File: src/logic/serial_channel_n_regs.vh
// Purpose: constants for the asynchronous serial channel
// Assumes: 50 MHz system clock
// Notes: mode codes, field positions and reset values
`ifndef SERIAL_CHANNEL_N_REGS_VH
`define SERIAL_CHANNEL_N_REGS_VH
`define MODE_INVALID 3'h0
`define MODE_SYNC 3'h1
`define MODE_UART7 3'h4
`define MODE_UART8 3'h5
`define MODE_UART9 3'h6
`define SRC_F1 2'h0
`define SRC_F8 2'h1
`define SRC_F32 2'h2
`define SRC_EXT 2'h3
`define OVERSAMPLE 5'h10
`define SAMPLE_MID 4'h7
`define CTRL_DISABLE_BIT 4
`define CTRL_RESET 8'h10
`define BUF_DEPTH 2
`endif

File: src/logic/rx_skid_buffer.v
// Purpose: two-entry buffer between receiver and reader
// Assumes: one clock, asynchronous low reset from the top
// Notes: holds two words; in_ready drops when both are full
`timescale 1ns/1ns
`include "serial_channel_n_regs.vh"
module rx_skid_buffer (
	input wire i_clk,
	input wire i_rst_n,
	input wire i_flush,
	input wire i_in_valid,
	input wire [12:0] i_in_data,
	output wire o_in_ready,
	output wire o_out_valid,
	output wire [12:0] o_out_data,
	input wire i_out_ready
);
	reg [12:0] mem_r [0:1];
	reg wr_ptr_r;
	reg rd_ptr_r;
	reg [1:0] count_r;
	wire push;
	wire pop;
	assign o_in_ready = (count_r != 2'h2);
	assign o_out_valid = (count_r != 2'h0);
	assign push = i_in_valid && o_in_ready;
	assign pop = o_out_valid && i_out_ready;
	assign o_out_data = mem_r[rd_ptr_r];
	// Pointer and count upkeep
	always @(posedge i_clk or negedge i_rst_n) begin
		if (!i_rst_n) begin
			wr_ptr_r <= 1'b0;
			rd_ptr_r <= 1'b0;
			count_r <= 2'h0;
		end else if (i_flush) begin
			wr_ptr_r <= 1'b0;
			rd_ptr_r <= 1'b0;
			count_r <= 2'h0;
		end else begin
			if (push)
				wr_ptr_r <= ~wr_ptr_r;
			if (pop)
				rd_ptr_r <= ~rd_ptr_r;
			count_r <= count_r + {1'b0, push} - {1'b0, pop};
		end
	end
	// Storage
	always @(posedge i_clk) begin
		if (push)
			mem_r[wr_ptr_r] <= i_in_data;
	end
endmodule // rx_skid_buffer

File: src/logic/serial_channel_n.v
// Purpose: asynchronous serial channel with error flags and handshake
// Assumes: 50 MHz clock; CPU side as plain ports and strobes
// Notes: receive words pass a two-entry buffer before the buffer register
`timescale 1ns/1ns
`include "serial_channel_n_regs.vh"
// Behaviour
// - overrun sets, buffer overwritten, irq unchanged
// - mode invalid or rx disable clears overrun and framing errors
// - short stop bits flag framing error
// - error flags update at buffer transfer
// - parity mismatch sets parity error
// - reading low byte clears parity error
// - error sum is OR of three
// - rx enable toggle reinitialises receiver
// - in cts mode, transmit starts only while cts low
// - rts low ready, high on reception
// - handshake off, cts, or rts select
// - data logic select inverts data bits
// - polarity reverse inverts txd and rxd pins
// - collision compares tx and rx, raises irq
// - shift empty flag shows idle shifter
// - bit order only for 8-bit frames
// - unassigned control bit 3 reads as shift empty flag
// - start, data, parity, stop frame
// - bit rate is divider output over 16
module serial_channel_n (
	input wire i_clk,
	input wire i_arst_n,
	input wire [2:0] i_mode,
	input wire [1:0] i_clk_src,
	input wire [7:0] i_baud_divider,
	input wire i_ext_clk,
	input wire i_tx_enable,
	input wire i_rx_enable,
	input wire i_parity_enable,
	input wire i_parity_odd,
	input wire i_two_stop,
	input wire i_data_invert,
	input wire i_line_invert,
	input wire i_collision_detect,
	input wire [7:0] i_ctrl_wdata,
	input wire i_ctrl_we,
	input wire [8:0] i_tx_data,
	input wire i_tx_we,
	input wire i_rx_rd_lo,
	input wire i_rxd,
	input wire i_cts_rts_in,
	output reg [7:0] o_ctrl_rdata,
	output reg [8:0] o_rx_data,
	output reg o_rx_complete,
	output reg o_overrun,
	output reg o_framing_err,
	output reg o_parity_err,
	output reg o_error_sum,
	output reg o_tx_buf_empty,
	output reg o_tx_shift_empty_flag,
	output reg o_rx_irq,
	output reg o_tx_irq,
	output reg o_collision_irq,
	output reg o_txd,
	output reg o_txd_oe_n,
	output reg o_rts_cts_out,
	output reg o_rts_cts_oe_n
);
	reg [1:0] rst_sync_r;
	wire rst_n;
	reg [1:0] rxd_sync_r;
	reg [1:0] cts_sync_r;
	reg [1:0] ext_sync_r;
	reg [7:0] ctrl_r;
	reg [4:0] pre_r;
	reg [7:0] div_r;
	reg tick_r;
	reg ext_prev_r;
	wire src_pulse;
	reg rx_en_prev_r;
	wire err_clear;
	wire handshake_on;
	wire cts_mode;
	wire rts_mode;
	wire rxd_line;
	wire msb_first;
	// Decoded frame length in data bits
	function [3:0] frame_bits;
		input [2:0] mode;
		begin
			case (mode)
				`MODE_UART7: frame_bits = 4'h7;
				`MODE_UART9: frame_bits = 4'h9;
				default: frame_bits = 4'h8;
			endcase
		end
	endfunction
	// Even parity of a 9-bit word, masked to the frame length
	function par9;
		input [8:0] d;
		input [3:0] n;
		begin
			par9 = ^(d & ~(9'h1ff << n));
		end
	endfunction
	// Bit reversal within the low eight bits
	function [8:0] rev8;
		input [8:0] d;
		integer k;
		begin
			rev8 = d;
			for (k = 0; k < 8; k = k + 1)
				rev8[k] = d[7 - k];
		end
	endfunction
	// Reset release through two flip-flops
	always @(posedge i_clk or negedge i_arst_n) begin
		if (!i_arst_n)
			rst_sync_r <= 2'h0;
		else
			rst_sync_r <= {rst_sync_r[0], 1'b1};
	end
	assign rst_n = rst_sync_r[1];
	// Pin synchronisers
	always @(posedge i_clk or negedge rst_n) begin
		if (!rst_n) begin
			rxd_sync_r <= 2'h3;
			cts_sync_r <= 2'h3;
			ext_sync_r <= 2'h0;
		end else begin
			rxd_sync_r <= {rxd_sync_r[0], i_rxd};
			cts_sync_r <= {cts_sync_r[0], i_cts_rts_in};
			ext_sync_r <= {ext_sync_r[0], i_ext_clk};
		end
	end
	assign rxd_line = rxd_sync_r[1] ^ i_line_invert;
	// Handshake control byte; bit 3 unassigned and held at zero
	always @(posedge i_clk or negedge rst_n) begin
		if (!rst_n)
			ctrl_r <= `CTRL_RESET;
		else if (i_ctrl_we)
			ctrl_r <= i_ctrl_wdata & 8'hf7;
	end
	assign handshake_on = !ctrl_r[`CTRL_DISABLE_BIT];
	assign cts_mode = handshake_on && !ctrl_r[2];
	assign rts_mode = handshake_on && ctrl_r[2];
	assign msb_first = ctrl_r[7] && (i_mode == `MODE_UART8);
	// Count source select and baud divider
	assign src_pulse = (i_clk_src == `SRC_F1) ? 1'b1 :
		(i_clk_src == `SRC_F8) ? (pre_r[2:0] == 3'h7) :
		(i_clk_src == `SRC_F32) ? (pre_r == 5'h1f) :
		(ext_sync_r[1] && !ext_prev_r);
	always @(posedge i_clk or negedge rst_n) begin
		if (!rst_n) begin
			pre_r <= 5'h0;
			div_r <= 8'h0;
			tick_r <= 1'b0;
			ext_prev_r <= 1'b0;
		end else begin
			pre_r <= pre_r + 5'h1;
			ext_prev_r <= ext_sync_r[1];
			tick_r <= 1'b0;
			if (src_pulse) begin
				if (div_r == 8'h0) begin
					div_r <= i_baud_divider;
					tick_r <= 1'b1;
				end else
					div_r <= div_r - 8'h1;
			end
		end
	end
	// Overrun and framing flags clear on invalid mode or receive disable
	assign err_clear = (i_mode == `MODE_INVALID) || !i_rx_enable;

	// ---------------- Transmitter ----------------
	localparam TX_IDLE = 2'h0;
	localparam TX_SHIFT = 2'h1;
	reg [1:0] tx_state_r;
	reg [8:0] tx_buf_r;
	reg [11:0] tx_sh_r;
	reg [3:0] tx_cnt_r;
	reg [3:0] tx_sub_r;
	reg tx_line_r;
	wire [3:0] tx_len;
	wire [8:0] tx_word;
	assign tx_len = 4'h2 + frame_bits(i_mode) + {3'h0, i_parity_enable} +
		{3'h0, i_two_stop};
	assign tx_word = msb_first ? rev8(tx_buf_r) : tx_buf_r;
	always @(posedge i_clk or negedge rst_n) begin
		if (!rst_n) begin
			tx_state_r <= TX_IDLE;
			tx_buf_r <= 9'h0;
			tx_sh_r <= 12'hfff;
			tx_cnt_r <= 4'h0;
			tx_sub_r <= 4'h0;
			tx_line_r <= 1'b1;
			o_tx_buf_empty <= 1'b1;
			o_tx_shift_empty_flag <= 1'b1;
			o_tx_irq <= 1'b0;
		end else begin
			o_tx_irq <= 1'b0;
			if (i_mode == `MODE_INVALID)
				o_tx_buf_empty <= 1'b1;
			else if (i_tx_we && i_tx_enable) begin
				tx_buf_r <= i_tx_data ^ {9{i_data_invert}};
				o_tx_buf_empty <= 1'b0;
			end
			case (tx_state_r)
				TX_IDLE: begin
					tx_line_r <= 1'b1;
					if (!o_tx_buf_empty && i_tx_enable && tick_r &&
						(!cts_mode || !cts_sync_r[1])) begin
						// Start bit, data, parity, stop bits
						tx_sh_r <= ({3'h7, tx_word} |
							~(12'hfff >> (4'hc - frame_bits(i_mode)))) &
							~({11'h0, i_parity_enable} <<
							frame_bits(i_mode)) |
							({11'h0, i_parity_enable &
							(par9(tx_word, frame_bits(i_mode)) ^
							i_parity_odd)} << frame_bits(i_mode));
						tx_line_r <= 1'b0;
						tx_cnt_r <= tx_len - 4'h1;
						tx_sub_r <= 4'h0;
						o_tx_buf_empty <= 1'b1;
						o_tx_shift_empty_flag <= 1'b0;
						tx_state_r <= TX_SHIFT;
					end
				end
				TX_SHIFT: begin
					if (tick_r) begin
						tx_sub_r <= tx_sub_r + 4'h1;
						if (tx_sub_r == 4'hf) begin
							if (tx_cnt_r == 4'h0) begin
								o_tx_shift_empty_flag <= 1'b1;
								o_tx_irq <= 1'b1;
								tx_state_r <= TX_IDLE;
							end else begin
								tx_line_r <= tx_sh_r[0];
								tx_sh_r <= {1'b1, tx_sh_r[11:1]};
								tx_cnt_r <= tx_cnt_r - 4'h1;
							end
						end
					end
				end
				default: tx_state_r <= TX_IDLE;
			endcase
		end
	end

	// ---------------- Receiver ----------------
	localparam RX_IDLE = 2'h0;
	localparam RX_BITS = 2'h1;
	reg [1:0] rx_state_r;
	reg [3:0] rx_sub_r;
	reg [3:0] rx_cnt_r;
	reg [10:0] rx_sh_r;
	reg rx_stop1_r;
	reg rx_push_r;
	reg [12:0] rx_word_r;
	wire [3:0] rx_len;
	wire [3:0] nb;
	wire [8:0] rx_data_raw;
	wire buf_in_ready;
	wire buf_valid;
	wire [12:0] buf_data;
	wire buf_take;
	assign nb = frame_bits(i_mode);
	assign rx_len = nb + {3'h0, i_parity_enable} + {3'h0, i_two_stop} + 4'h1;
	assign rx_data_raw = rx_sh_r[8:0] & ~(9'h1ff << nb);
	// Start edge, centre sampling and frame assembly
	always @(posedge i_clk or negedge rst_n) begin
		if (!rst_n) begin
			rx_state_r <= RX_IDLE;
			rx_sub_r <= 4'h0;
			rx_cnt_r <= 4'h0;
			rx_sh_r <= 11'h0;
			rx_stop1_r <= 1'b1;
			rx_push_r <= 1'b0;
			rx_word_r <= 13'h0;
		end else begin
			rx_push_r <= rx_push_r && !buf_in_ready;
			if (!i_rx_enable || i_mode == `MODE_INVALID)
				rx_state_r <= RX_IDLE;
			else case (rx_state_r)
				RX_IDLE: begin
					if (tick_r && !rxd_line) begin
						rx_sub_r <= 4'h0;
						rx_cnt_r <= 4'h0;
						rx_state_r <= RX_BITS;
					end
				end
				RX_BITS: begin
					if (tick_r) begin
						rx_sub_r <= rx_sub_r + 4'h1;
						if (rx_sub_r == `SAMPLE_MID) begin
							rx_sub_r <= rx_sub_r + 4'h1;
							if (rx_cnt_r == 4'h0 && rxd_line)
								rx_state_r <= RX_IDLE; // False start
							else if (rx_cnt_r == rx_len) begin
								// Frame done: assemble word with flags
								rx_word_r <= {
									1'b0,
									!(rx_stop1_r && rxd_line),
									i_parity_enable &&
									(par9(rx_data_raw, nb) ^
									rx_sh_r[nb] ^ i_parity_odd),
									1'b0,
									msb_first ? rev8(rx_data_raw) :
									rx_data_raw};
								rx_push_r <= 1'b1;
								rx_state_r <= RX_IDLE;
							end else begin
								if (rx_cnt_r != 4'h0) begin
									if (rx_cnt_r ==
										nb + {3'h0, i_parity_enable} +
										4'h1)
										rx_stop1_r <= rxd_line;
									else
										rx_sh_r <= rx_sh_r |
											({10'h0, rxd_line} <<
											(rx_cnt_r - 4'h1));
								end else begin
									rx_sh_r <= 11'h0;
									rx_stop1_r <= 1'b1;
								end
								rx_cnt_r <= rx_cnt_r + 4'h1;
							end
						end
					end
				end
				default: rx_state_r <= RX_IDLE;
			endcase
		end
	end
	// Two-entry buffer between the receiver and the buffer register
	rx_skid_buffer u_rx_buf (
		.i_clk(i_clk),
		.i_rst_n(rst_n),
		.i_flush(err_clear),
		.i_in_valid(rx_push_r),
		.i_in_data(rx_word_r),
		.o_in_ready(buf_in_ready),
		.o_out_valid(buf_valid),
		.o_out_data(buf_data),
		.i_out_ready(1'b1)
	);
	assign buf_take = buf_valid;
	// Buffer register, error flags and receive interrupt
	always @(posedge i_clk or negedge rst_n) begin
		if (!rst_n) begin
			o_rx_data <= 9'h0;
			o_rx_complete <= 1'b0;
			o_overrun <= 1'b0;
			o_framing_err <= 1'b0;
			o_parity_err <= 1'b0;
			o_error_sum <= 1'b0;
			o_rx_irq <= 1'b0;
		end else begin
			o_rx_irq <= 1'b0;
			if (i_rx_rd_lo) begin
				o_rx_complete <= 1'b0;
				o_parity_err <= 1'b0;
			end
			if (err_clear) begin
				o_overrun <= 1'b0;
				o_framing_err <= 1'b0;
				o_rx_complete <= 1'b0;
			end
			if (buf_take && !err_clear) begin
				o_rx_data <= buf_data[8:0] ^ {9{i_data_invert}};
				o_rx_complete <= 1'b1;
				o_framing_err <= buf_data[11];
				o_parity_err <= buf_data[10];
				if (o_rx_complete && !i_rx_rd_lo)
					o_overrun <= 1'b1;
				else
					o_rx_irq <= 1'b1;
			end
			o_error_sum <= (o_overrun || o_framing_err || o_parity_err) &&
				!(err_clear && !o_parity_err);
		end
	end

	// ---------------- Pins, handshake, collision ----------------
	reg [3:0] coll_div_r;
	always @(posedge i_clk or negedge rst_n) begin
		if (!rst_n) begin
			o_txd <= 1'b1;
			o_txd_oe_n <= 1'b1;
			o_rts_cts_out <= 1'b1;
			o_rts_cts_oe_n <= 1'b1;
			o_collision_irq <= 1'b0;
			o_ctrl_rdata <= 8'h0;
			coll_div_r <= 4'h0;
		end else begin
			o_txd <= tx_line_r ^ i_line_invert;
			o_txd_oe_n <= (i_mode == `MODE_INVALID);
			o_rts_cts_oe_n <= !rts_mode;
			// Low while ready and idle; high once a start is seen
			o_rts_cts_out <= !(rts_mode && i_rx_enable &&
				rx_state_r == RX_IDLE && !o_rx_complete);
			o_ctrl_rdata <= {ctrl_r[7:4], 1'b0, ctrl_r[2],
				2'h0} | {4'h0, 1'b0, 1'b0, 1'b0,
				o_tx_shift_empty_flag} << 3;
			o_collision_irq <= 1'b0;
			if (tick_r)
				coll_div_r <= coll_div_r + 4'h1;
			// Rising transfer clock: compare output and input levels
			if (tick_r && coll_div_r == 4'h7 && i_collision_detect &&
				(tx_line_r != rxd_line))
				o_collision_irq <= 1'b1;
		end
	end
endmodule // serial_channel_n

File: config.mk
export PLATFORM = sky130hd
export DESIGN_NAME = serial_channel_n
export DESIGN_NICKNAME = d
export VERILOG_FILES = /design/src/logic/rx_skid_buffer.v /design/src/logic/serial_channel_n.v
export VERILOG_INCLUDE_DIRS = /design/src /design/src/logic
export SDC_FILE = /design/constraint.sdc
export NUM_CORES = 1
export LEC_CHECK = 0
export BUFFER_PORTS_ARGS = -buffer_cell sky130_fd_sc_hd__buf_2
export CORE_MARGIN = 3
export CORE_UTILIZATION = 41
export DETAILED_ROUTE_END_ITERATION = 10
export GPL_TIMING_DRIVEN = 0
export HOLD_SLACK_MARGIN = 0.02
export PLACE_DENSITY_LB_ADDON = 0.25
export REMOVE_ABC_BUFFERS = 1
export SLEW_MARGIN = 30
export SYNTH_ARGS = -nofsm -noshare
export SYNTH_HDL_FRONTEND = slang
export SYNTH_SLANG_ARGS = --single-unit
File: constraint.sdc
create_clock -name i_clk -period 9.3 [get_ports i_clk]
set_input_delay 0.93 -clock i_clk [delete_from_list [all_inputs] [get_ports i_clk]]
set_output_delay 0.93 -clock i_clk [all_outputs]
set_load 0.05 [all_outputs]
* Yosys cells after proc, flatten, opt, wreduce, memory -nomap -nowiden *
Memories as Yosys holds them, arrays and structs flattened.
Cells that the tools add are included.

cells by class
  reduce and logical (&&, ||, !) cells = 75
  bitwise logic cells = 26
  $lt $le $gt $ge = 1
  multiplexer cells = 93
  shift operators = 6
  add/sub/neg operators = 19
  equality and inequality tests = 32

operators with widths
  operator                                                            number
  4-bit two-way mux                                                   14
  1-bit two-way mux                                                   48
  12-bit two-way mux                                                  4
  4-bit one-hot mux with 2 select lines                               5
  9-bit AND                                                           3
  4-bit by 1-bit adder with 4-bit output (second input constant)      6
  1-bit logical AND                                                   24
  8-bit two-way mux                                                   3
  2-bit != test (second input constant)                               12
  12-bit inverter                                                     2
  12-bit OR                                                           2
  12-bit one-hot mux with 2 select lines                              1
  1-bit by 4-bit left shift with 12-bit output                        2
  11-bit two-way mux                                                  2
  2-bit two-way mux                                                   11
  7-bit AND reduction                                                 3
  9-bit inverter                                                      2
  9-bit XOR reduction                                                 2
  9-bit by 4-bit left shift with 9-bit output (first input constant)  2
  9-bit bitwise XOR                                                   2
  1-bit zero test                                                     17
  4-bit by 1-bit adder with 4-bit output                              4
  4-bit AND reduction                                                 4
  2-bit nonzero test                                                  7
  41 further kinds                                                    70

word-level totals
  register bits = 135
  memory bits (writable) = 22
  bits of input ports = 46
  memories = 1

memory list
  memory          words  width  rd ports  clocked after memory_dff  write ports  RTL line             text
  u_rx_buf.mem_r  2      11     1         0                         1            rx_skid_buffer.v:17  reg [12:0] mem_r [0:1];

* Logic depth before layout (Yosys ltp) *
  word-level depth = 17
  gate-level depth with buffers = 15
  depth with buffers taken out = 13

* Cells and area by module *
Synthesis repeated with hierarchy kept, for this count alone.

second synthesis, totals
  cells, all modules = 683
  area total of the unflattened synthesis = 7,472.2 µm²

modules (own cells, without submodules)
  module            area each (µm²)  cells an instance  instances
  serial_channel_n  6,291.0          620                1
  rx_skid_buffer    1,181.1          63                 1

* Worst setup path before layout *
OpenSTA, ideal clock, no wires.

  kind = input port to flip-flop
  start point = in i_mode[1]
  end point = reg rx_cnt_r[3]
  cell stages on the path = 13
  setup time = 0.076 ns
  arrival = 3.444 ns
  required time = 9.224 ns
  setup slack = 5.780 ns
  cells stage by stage = buf_4 nor2b_1 nor2b_1 clkbuf_1 inv_1 ha_1 inv_1 ha_1 xnor2_1 xnor2_1 o21ai_0 or4_1 o21ai_1

between the ends
  longest elaborated chain between the ends = 8

ends and longest elaborated chain
  item                                                  RTL line                text
  start: declaration                                    serial_channel_n.v:29   input wire [2:0] i_mode,
  3-bit equality test                                   serial_channel_n.v:87   case (mode)
  4-bit one-hot mux with 2 select lines                 serial_channel_n.v:87
  4-bit by 1-bit adder with 4-bit output (3 in series)  serial_channel_n.v:264  assign rx_len = nb + {3'h0, i_parity_enable} + {3'h0, i_two_stop} + 4'h1;
  4-bit equality test                                   serial_channel_n.v:295  else if (rx_cnt_r == rx_len) begin
  2-bit != test (no source line)                        n/a
  7-bit AND reduction (no source line) *                n/a
  end signal: assignment                                serial_channel_n.v:322  rx_cnt_r <= rx_cnt_r + 4'h1;
  end: declaration                                      serial_channel_n.v:251  reg [3:0] rx_cnt_r;

Every way passes the cells marked *; elsewhere a longest branch is shown, timed or not.
A chain may end at the register's enable or synchronous reset.

* Worst setup path after layout *
  start point = in i_mode[2]
  end point = reg rx_word_r[11]

between the ends
  longest elaborated chain between the ends = 7

ends and longest elaborated chain
  item                                                  RTL line                text
  3-bit equality test                                   serial_channel_n.v:87
  4-bit one-hot mux with 2 select lines                 serial_channel_n.v:87
  4-bit by 1-bit adder with 4-bit output (3 in series)  serial_channel_n.v:264
  4-bit equality test                                   serial_channel_n.v:295
  6-bit AND reduction (no source line) *                n/a
  end signal: assignment                                serial_channel_n.v:297  rx_word_r <= {
  end: declaration                                      serial_channel_n.v:255  reg [12:0] rx_word_r;

Marks and branches as above.

==> impl_metrics.toml <==
[logic_synthesis]
postSynth.topFlopCell = "sky130_fd_sc_hd__dfrtp_1"
proportion_of_synthesized_area_in_mux_cells = 0.04677
edff_count_synth = 22
syn_avg_cell_area_um2 = 10.61
ys_ff_latch = 150
dominant_combinational_cell_family_by_area_after_synthesis = "compound AO/OA/AOI/OAI gates"
synth-simple-area-share = 0.1314
synth_async_sr_flop_share = 0.8533
synth_cell_types = 68
syn_area_um2 = 7143
synth_compound_gate_area_share = 0.1349
synth-adder-area-share = 0.03959
yosys_warnings = 0
synth_xor_area_frac = 0.06621
netlist_instances = 673
synth_seq_area_share = 0.5453

[power]
sw_frac_of_total = 0.2855
clock_power_share = 0.378
power.switching_uw = 497.5
internal-power_mw = 1.245
vdd_drop_max_uv = 130.4
power_frac_comb = 0.162
powerDensity_nw_per_um2 = 210.4
seq_power_share = 0.459
total_power_mw = 1.743
cellLeakagePower_nw = 3.591

[placed_design]
dpl-instance-area_um2 = 7712
dpl_worst_slack_ps = 4619
place.gp.congestion = 0.8474
place.detailed.hpwl_um = 10180
port_buffers = 71
dp.cells = 935

[cells_and_area]
area.growth.synth_to_final_pct = 15.92
finish.instance_area_um2 = 8280
final-instance-count-excl-fill = 967
post_route_cells_drive_above_1_share = 0.2062
antennaDiodeCount = 0
final_net_count = 802
n_fill_cell = 1591

[setup_path]
critical_path_required_ps = 9610
cp_max_fo = 22
setup.worst_path.start_class = "primary input"
crit_path_cell_trace = "buf_2 -> nor2b_1 -> nor2b_1 -> inv_1 -> ha_1 -> inv_1 -> ha_1 -> xnor2_1 -> nand3_1 -> nor2_1 -> nand3_1 -> mux2_2"
worst-endpoint-arrival_ps = 4590
end_kind = "flip-flop"
timing.critical_path.slowest_cell_delay_ps = 680
kind_of_cell_with_the_highest_combined_delay_on_the_critical_path = "simple AND/OR/NAND/NOR gates"
worstPathBufferInverterCount = 3
worst_path_max_delay_cell = "sky130_fd_sc_hd__nor2b_1"
crit_type = "in2reg"

[routing]
totalWireLength_um = 14120
wl_per_cell_um = 14.60
post-route-drc-count = 0
avgViaCountPerCell = 5.160
dr_vias = 4990
first_iter_violations = 325
ant_nets = 0
detail_route.first_pass.iterations = 4

[floorplan]
initial_cell_density_of_the_core = 0.4247
floorplan.io_pins = 77
floorplan.rows = 47
floorplan.core_area_um2 = 16820
chipHeight_um = 138.0
die_width_um = 138.0
floorplan.die_area_um2 = 19040

[clock_tree]
htreeDepth = 4
tritoncts = "done"
worstSkewPairLatency_ps = 420
cts.clk_slew.worst_paths_ps = 60
cts_max_path_buffers = 2
clock_tree.root_cell = "sky130_fd_sc_hd__clkbuf_16"
cts.repair_timing.setup_buffer_count = 0
postCtsResizedCells = 0
clock-sinks = 150
ctsHoldBuffers = 0
cts_made_buffers = 17

[timing]
setup-tns-final_ps = 0
report.final.hold_viol_count = 0
setup_ws_ps = 5021
timing_max_transition_violations_final = 0
worst_slew_pin_slew_ps = 927.4
tcrit_tclk_final = 0.4601
final_period_minus_worst_setup_slack_ps = 4279
fmax_ghz = 0.2337
slew_headroom = 0.3794
report.final.setup_viol = 0
setup_repair_after_global_routing_missed_its_margin = "no"
finalClockSkew_ps = 8.147

[global_route]
antenna_found_initial = 0
grt-ovfl-total = 0
grt_first_pass_wirelength_um = 24050
grtUsageTotal = 0.1609
first_global_vias = 4954
grt_max_degree = 48

[job]
drv.max_cap_violation_count = 0

[min_path]
worstHoldPathType = "in2async"

[run_status]
run_status = "finished clean"
registers in the layout (all words and copies together), names as in the netlist, 2 cells and up:
register and count:
u_rx_buf.mem_r 22, tx_sh_r 12, rx_word_r 11, rx_sh_r 10
o_rx_data 9, tx_buf_r 9, div_r 8, o_ctrl_rdata 6
ctrl_r 5, pre_r 5, coll_div_r 4, rx_cnt_r 4
rx_sub_r 4, tx_cnt_r 4, tx_sub_r 4, cts_sync_r 2
ext_sync_r 2, rst_sync_r 2, rxd_sync_r 2, u_rx_buf.count_r 2
cell families after synthesis:
kind of cell	count (synthesis)
AND/OR/NAND/NOR	198
AO/OA/AOI/OAI	154
flip-flops	150
buffers and inverters	61
XOR/XNOR	54
multiplexers	32
adder cells (fa/ha/maj)	22
other	2
power groups by stage:
stage               logic [mW]  clock network (mW)  registers [mW]
floorplan                0.180                   0           0.828
global placement         0.261                   0           0.813
detailed placement       0.283                   0           0.811
CTS                      0.285               0.675           0.801
global route             0.320               0.709           0.813
finish                   0.283               0.659           0.801
per-layer routing:
| layer | GRT usage | wire length [um] | up-vias |
|---|---|---|---|
| met3 | 0.04427 | 638 | 8 |
| met2 | 0.2641 | 6973 | 106 |
| met4 | 0.04940 | 138 | 0 |
| li1 | - | - | 2463 |
| met5 | 0 | 0 | - |
| met1 | 0.2086 | 6373 | 2413 |
metrics by stage:
| step | hold slack [ps] | util |
|---|---|---|
| 2_1_floorplan | 331.2 | - |
| 3_3_place_gp | 333.4 | 0.4539 |
| 3_5_place_dp | 339.1 | 0.4586 |
| 4_1_cts | 268.7 | 0.4923 |
| 5_1_grt | 268.1 | 0.4923 |
| 6_report | 289.2 | 0.4923 |
path summary, 6_finish.rpt:
kind,endpoint,cells past startpoint,startpoint,slack [ps]
max reg2reg,rx_word_r[11]$_DFFE_PN0P_,6,rx_cnt_r[0]$_DFFE_PN0P_,6560
max,rx_word_r[11]$_DFFE_PN0P_,12,i_mode[2],5020
min,rst_sync_r[1]$_DFF_PN0_,1,i_arst_n,290
min reg2reg,tx_sub_r[3]$_DFFE_PN0P_,0,rst_sync_r[1]$_DFF_PN0_,310
min in group i_clk,rst_sync_r[1]$_DFF_PN0_,0,rst_sync_r[0]$_DFF_PN0_,350
max in group asynchronous,rx_stop1_r$_DFFE_PN1P_,1,rst_sync_r[1]$_DFF_PN0_,8310
placed cells by master, fill, tap and decap left out, types with 4 or more instances in the layout:
cell type / n
sky130_fd_sc_hd__a21o_1: 4
sky130_fd_sc_hd__a21oi_1: 34
sky130_fd_sc_hd__a22o_1: 4
sky130_fd_sc_hd__a31oi_1: 6
sky130_fd_sc_hd__and3_1: 8
sky130_fd_sc_hd__buf_2: 71
sky130_fd_sc_hd__clkbuf_16: 17
sky130_fd_sc_hd__clkinvlp_4: 6
sky130_fd_sc_hd__dfrtp_1: 102
sky130_fd_sc_hd__dfstp_2: 25
sky130_fd_sc_hd__edfxtp_1: 22
sky130_fd_sc_hd__ha_1: 21
sky130_fd_sc_hd__inv_1: 27
sky130_fd_sc_hd__mux2_2: 11
sky130_fd_sc_hd__mux2i_1: 21
sky130_fd_sc_hd__nand2_1: 87
sky130_fd_sc_hd__nand2b_1: 5
sky130_fd_sc_hd__nand3_1: 23
sky130_fd_sc_hd__nand3b_1: 4
sky130_fd_sc_hd__nand4_1: 4
sky130_fd_sc_hd__nor2_1: 38
sky130_fd_sc_hd__nor2b_1: 4
sky130_fd_sc_hd__nor3_1: 6
sky130_fd_sc_hd__o21ai_0: 48
sky130_fd_sc_hd__o21ai_1: 12
sky130_fd_sc_hd__o22a_1: 9
sky130_fd_sc_hd__o22ai_1: 5
sky130_fd_sc_hd__xnor2_1: 37
sky130_fd_sc_hd__xor2_1: 17
synth_stat cells (6+ instances only):
cell	n	area share
sky130_fd_sc_hd__xnor2_1	37	0.045
sky130_fd_sc_hd__a31oi_1	6	0.0053
sky130_fd_sc_hd__buf_1	6	0.0032
sky130_fd_sc_hd__dfstp_2	25	0.092
sky130_fd_sc_hd__mux2i_1	21	0.029
sky130_fd_sc_hd__and3_1	8	0.0070
sky130_fd_sc_hd__ha_1	21	0.037
sky130_fd_sc_hd__clkbuf_1	19	0.010
sky130_fd_sc_hd__nand3_1	23	0.016
sky130_fd_sc_hd__xor2_1	17	0.021
sky130_fd_sc_hd__dfrtp_1	103	0.36
sky130_fd_sc_hd__mux2_2	11	0.017
sky130_fd_sc_hd__inv_1	27	0.014
sky130_fd_sc_hd__o22a_1	9	0.011
sky130_fd_sc_hd__a21oi_1	34	0.024
sky130_fd_sc_hd__nand2_1	87	0.046
sky130_fd_sc_hd__edfxtp_1	22	0.092
sky130_fd_sc_hd__o21ai_1	14	0.0098
sky130_fd_sc_hd__nor3_1	6	0.0042
sky130_fd_sc_hd__o21ai_0	48	0.034
sky130_fd_sc_hd__nor2_1	38	0.020
area by class of cell:
cell class / count / area (um^2) / share of cell area
sequential: 150 / 3899 / 0.4708
multi-input combinational: 463 / 3015 / 0.3642
clock buffer: 20 / 436.7 / 0.05273
timing repair buffer: 74 / 417.9 / 0.05047
tap: 220 / 275.3 / 0.03324
clock inverter: 12 / 131.4 / 0.01587
inverter: 28 / 105.1 / 0.01269
(Power assumes the default switching activity.)
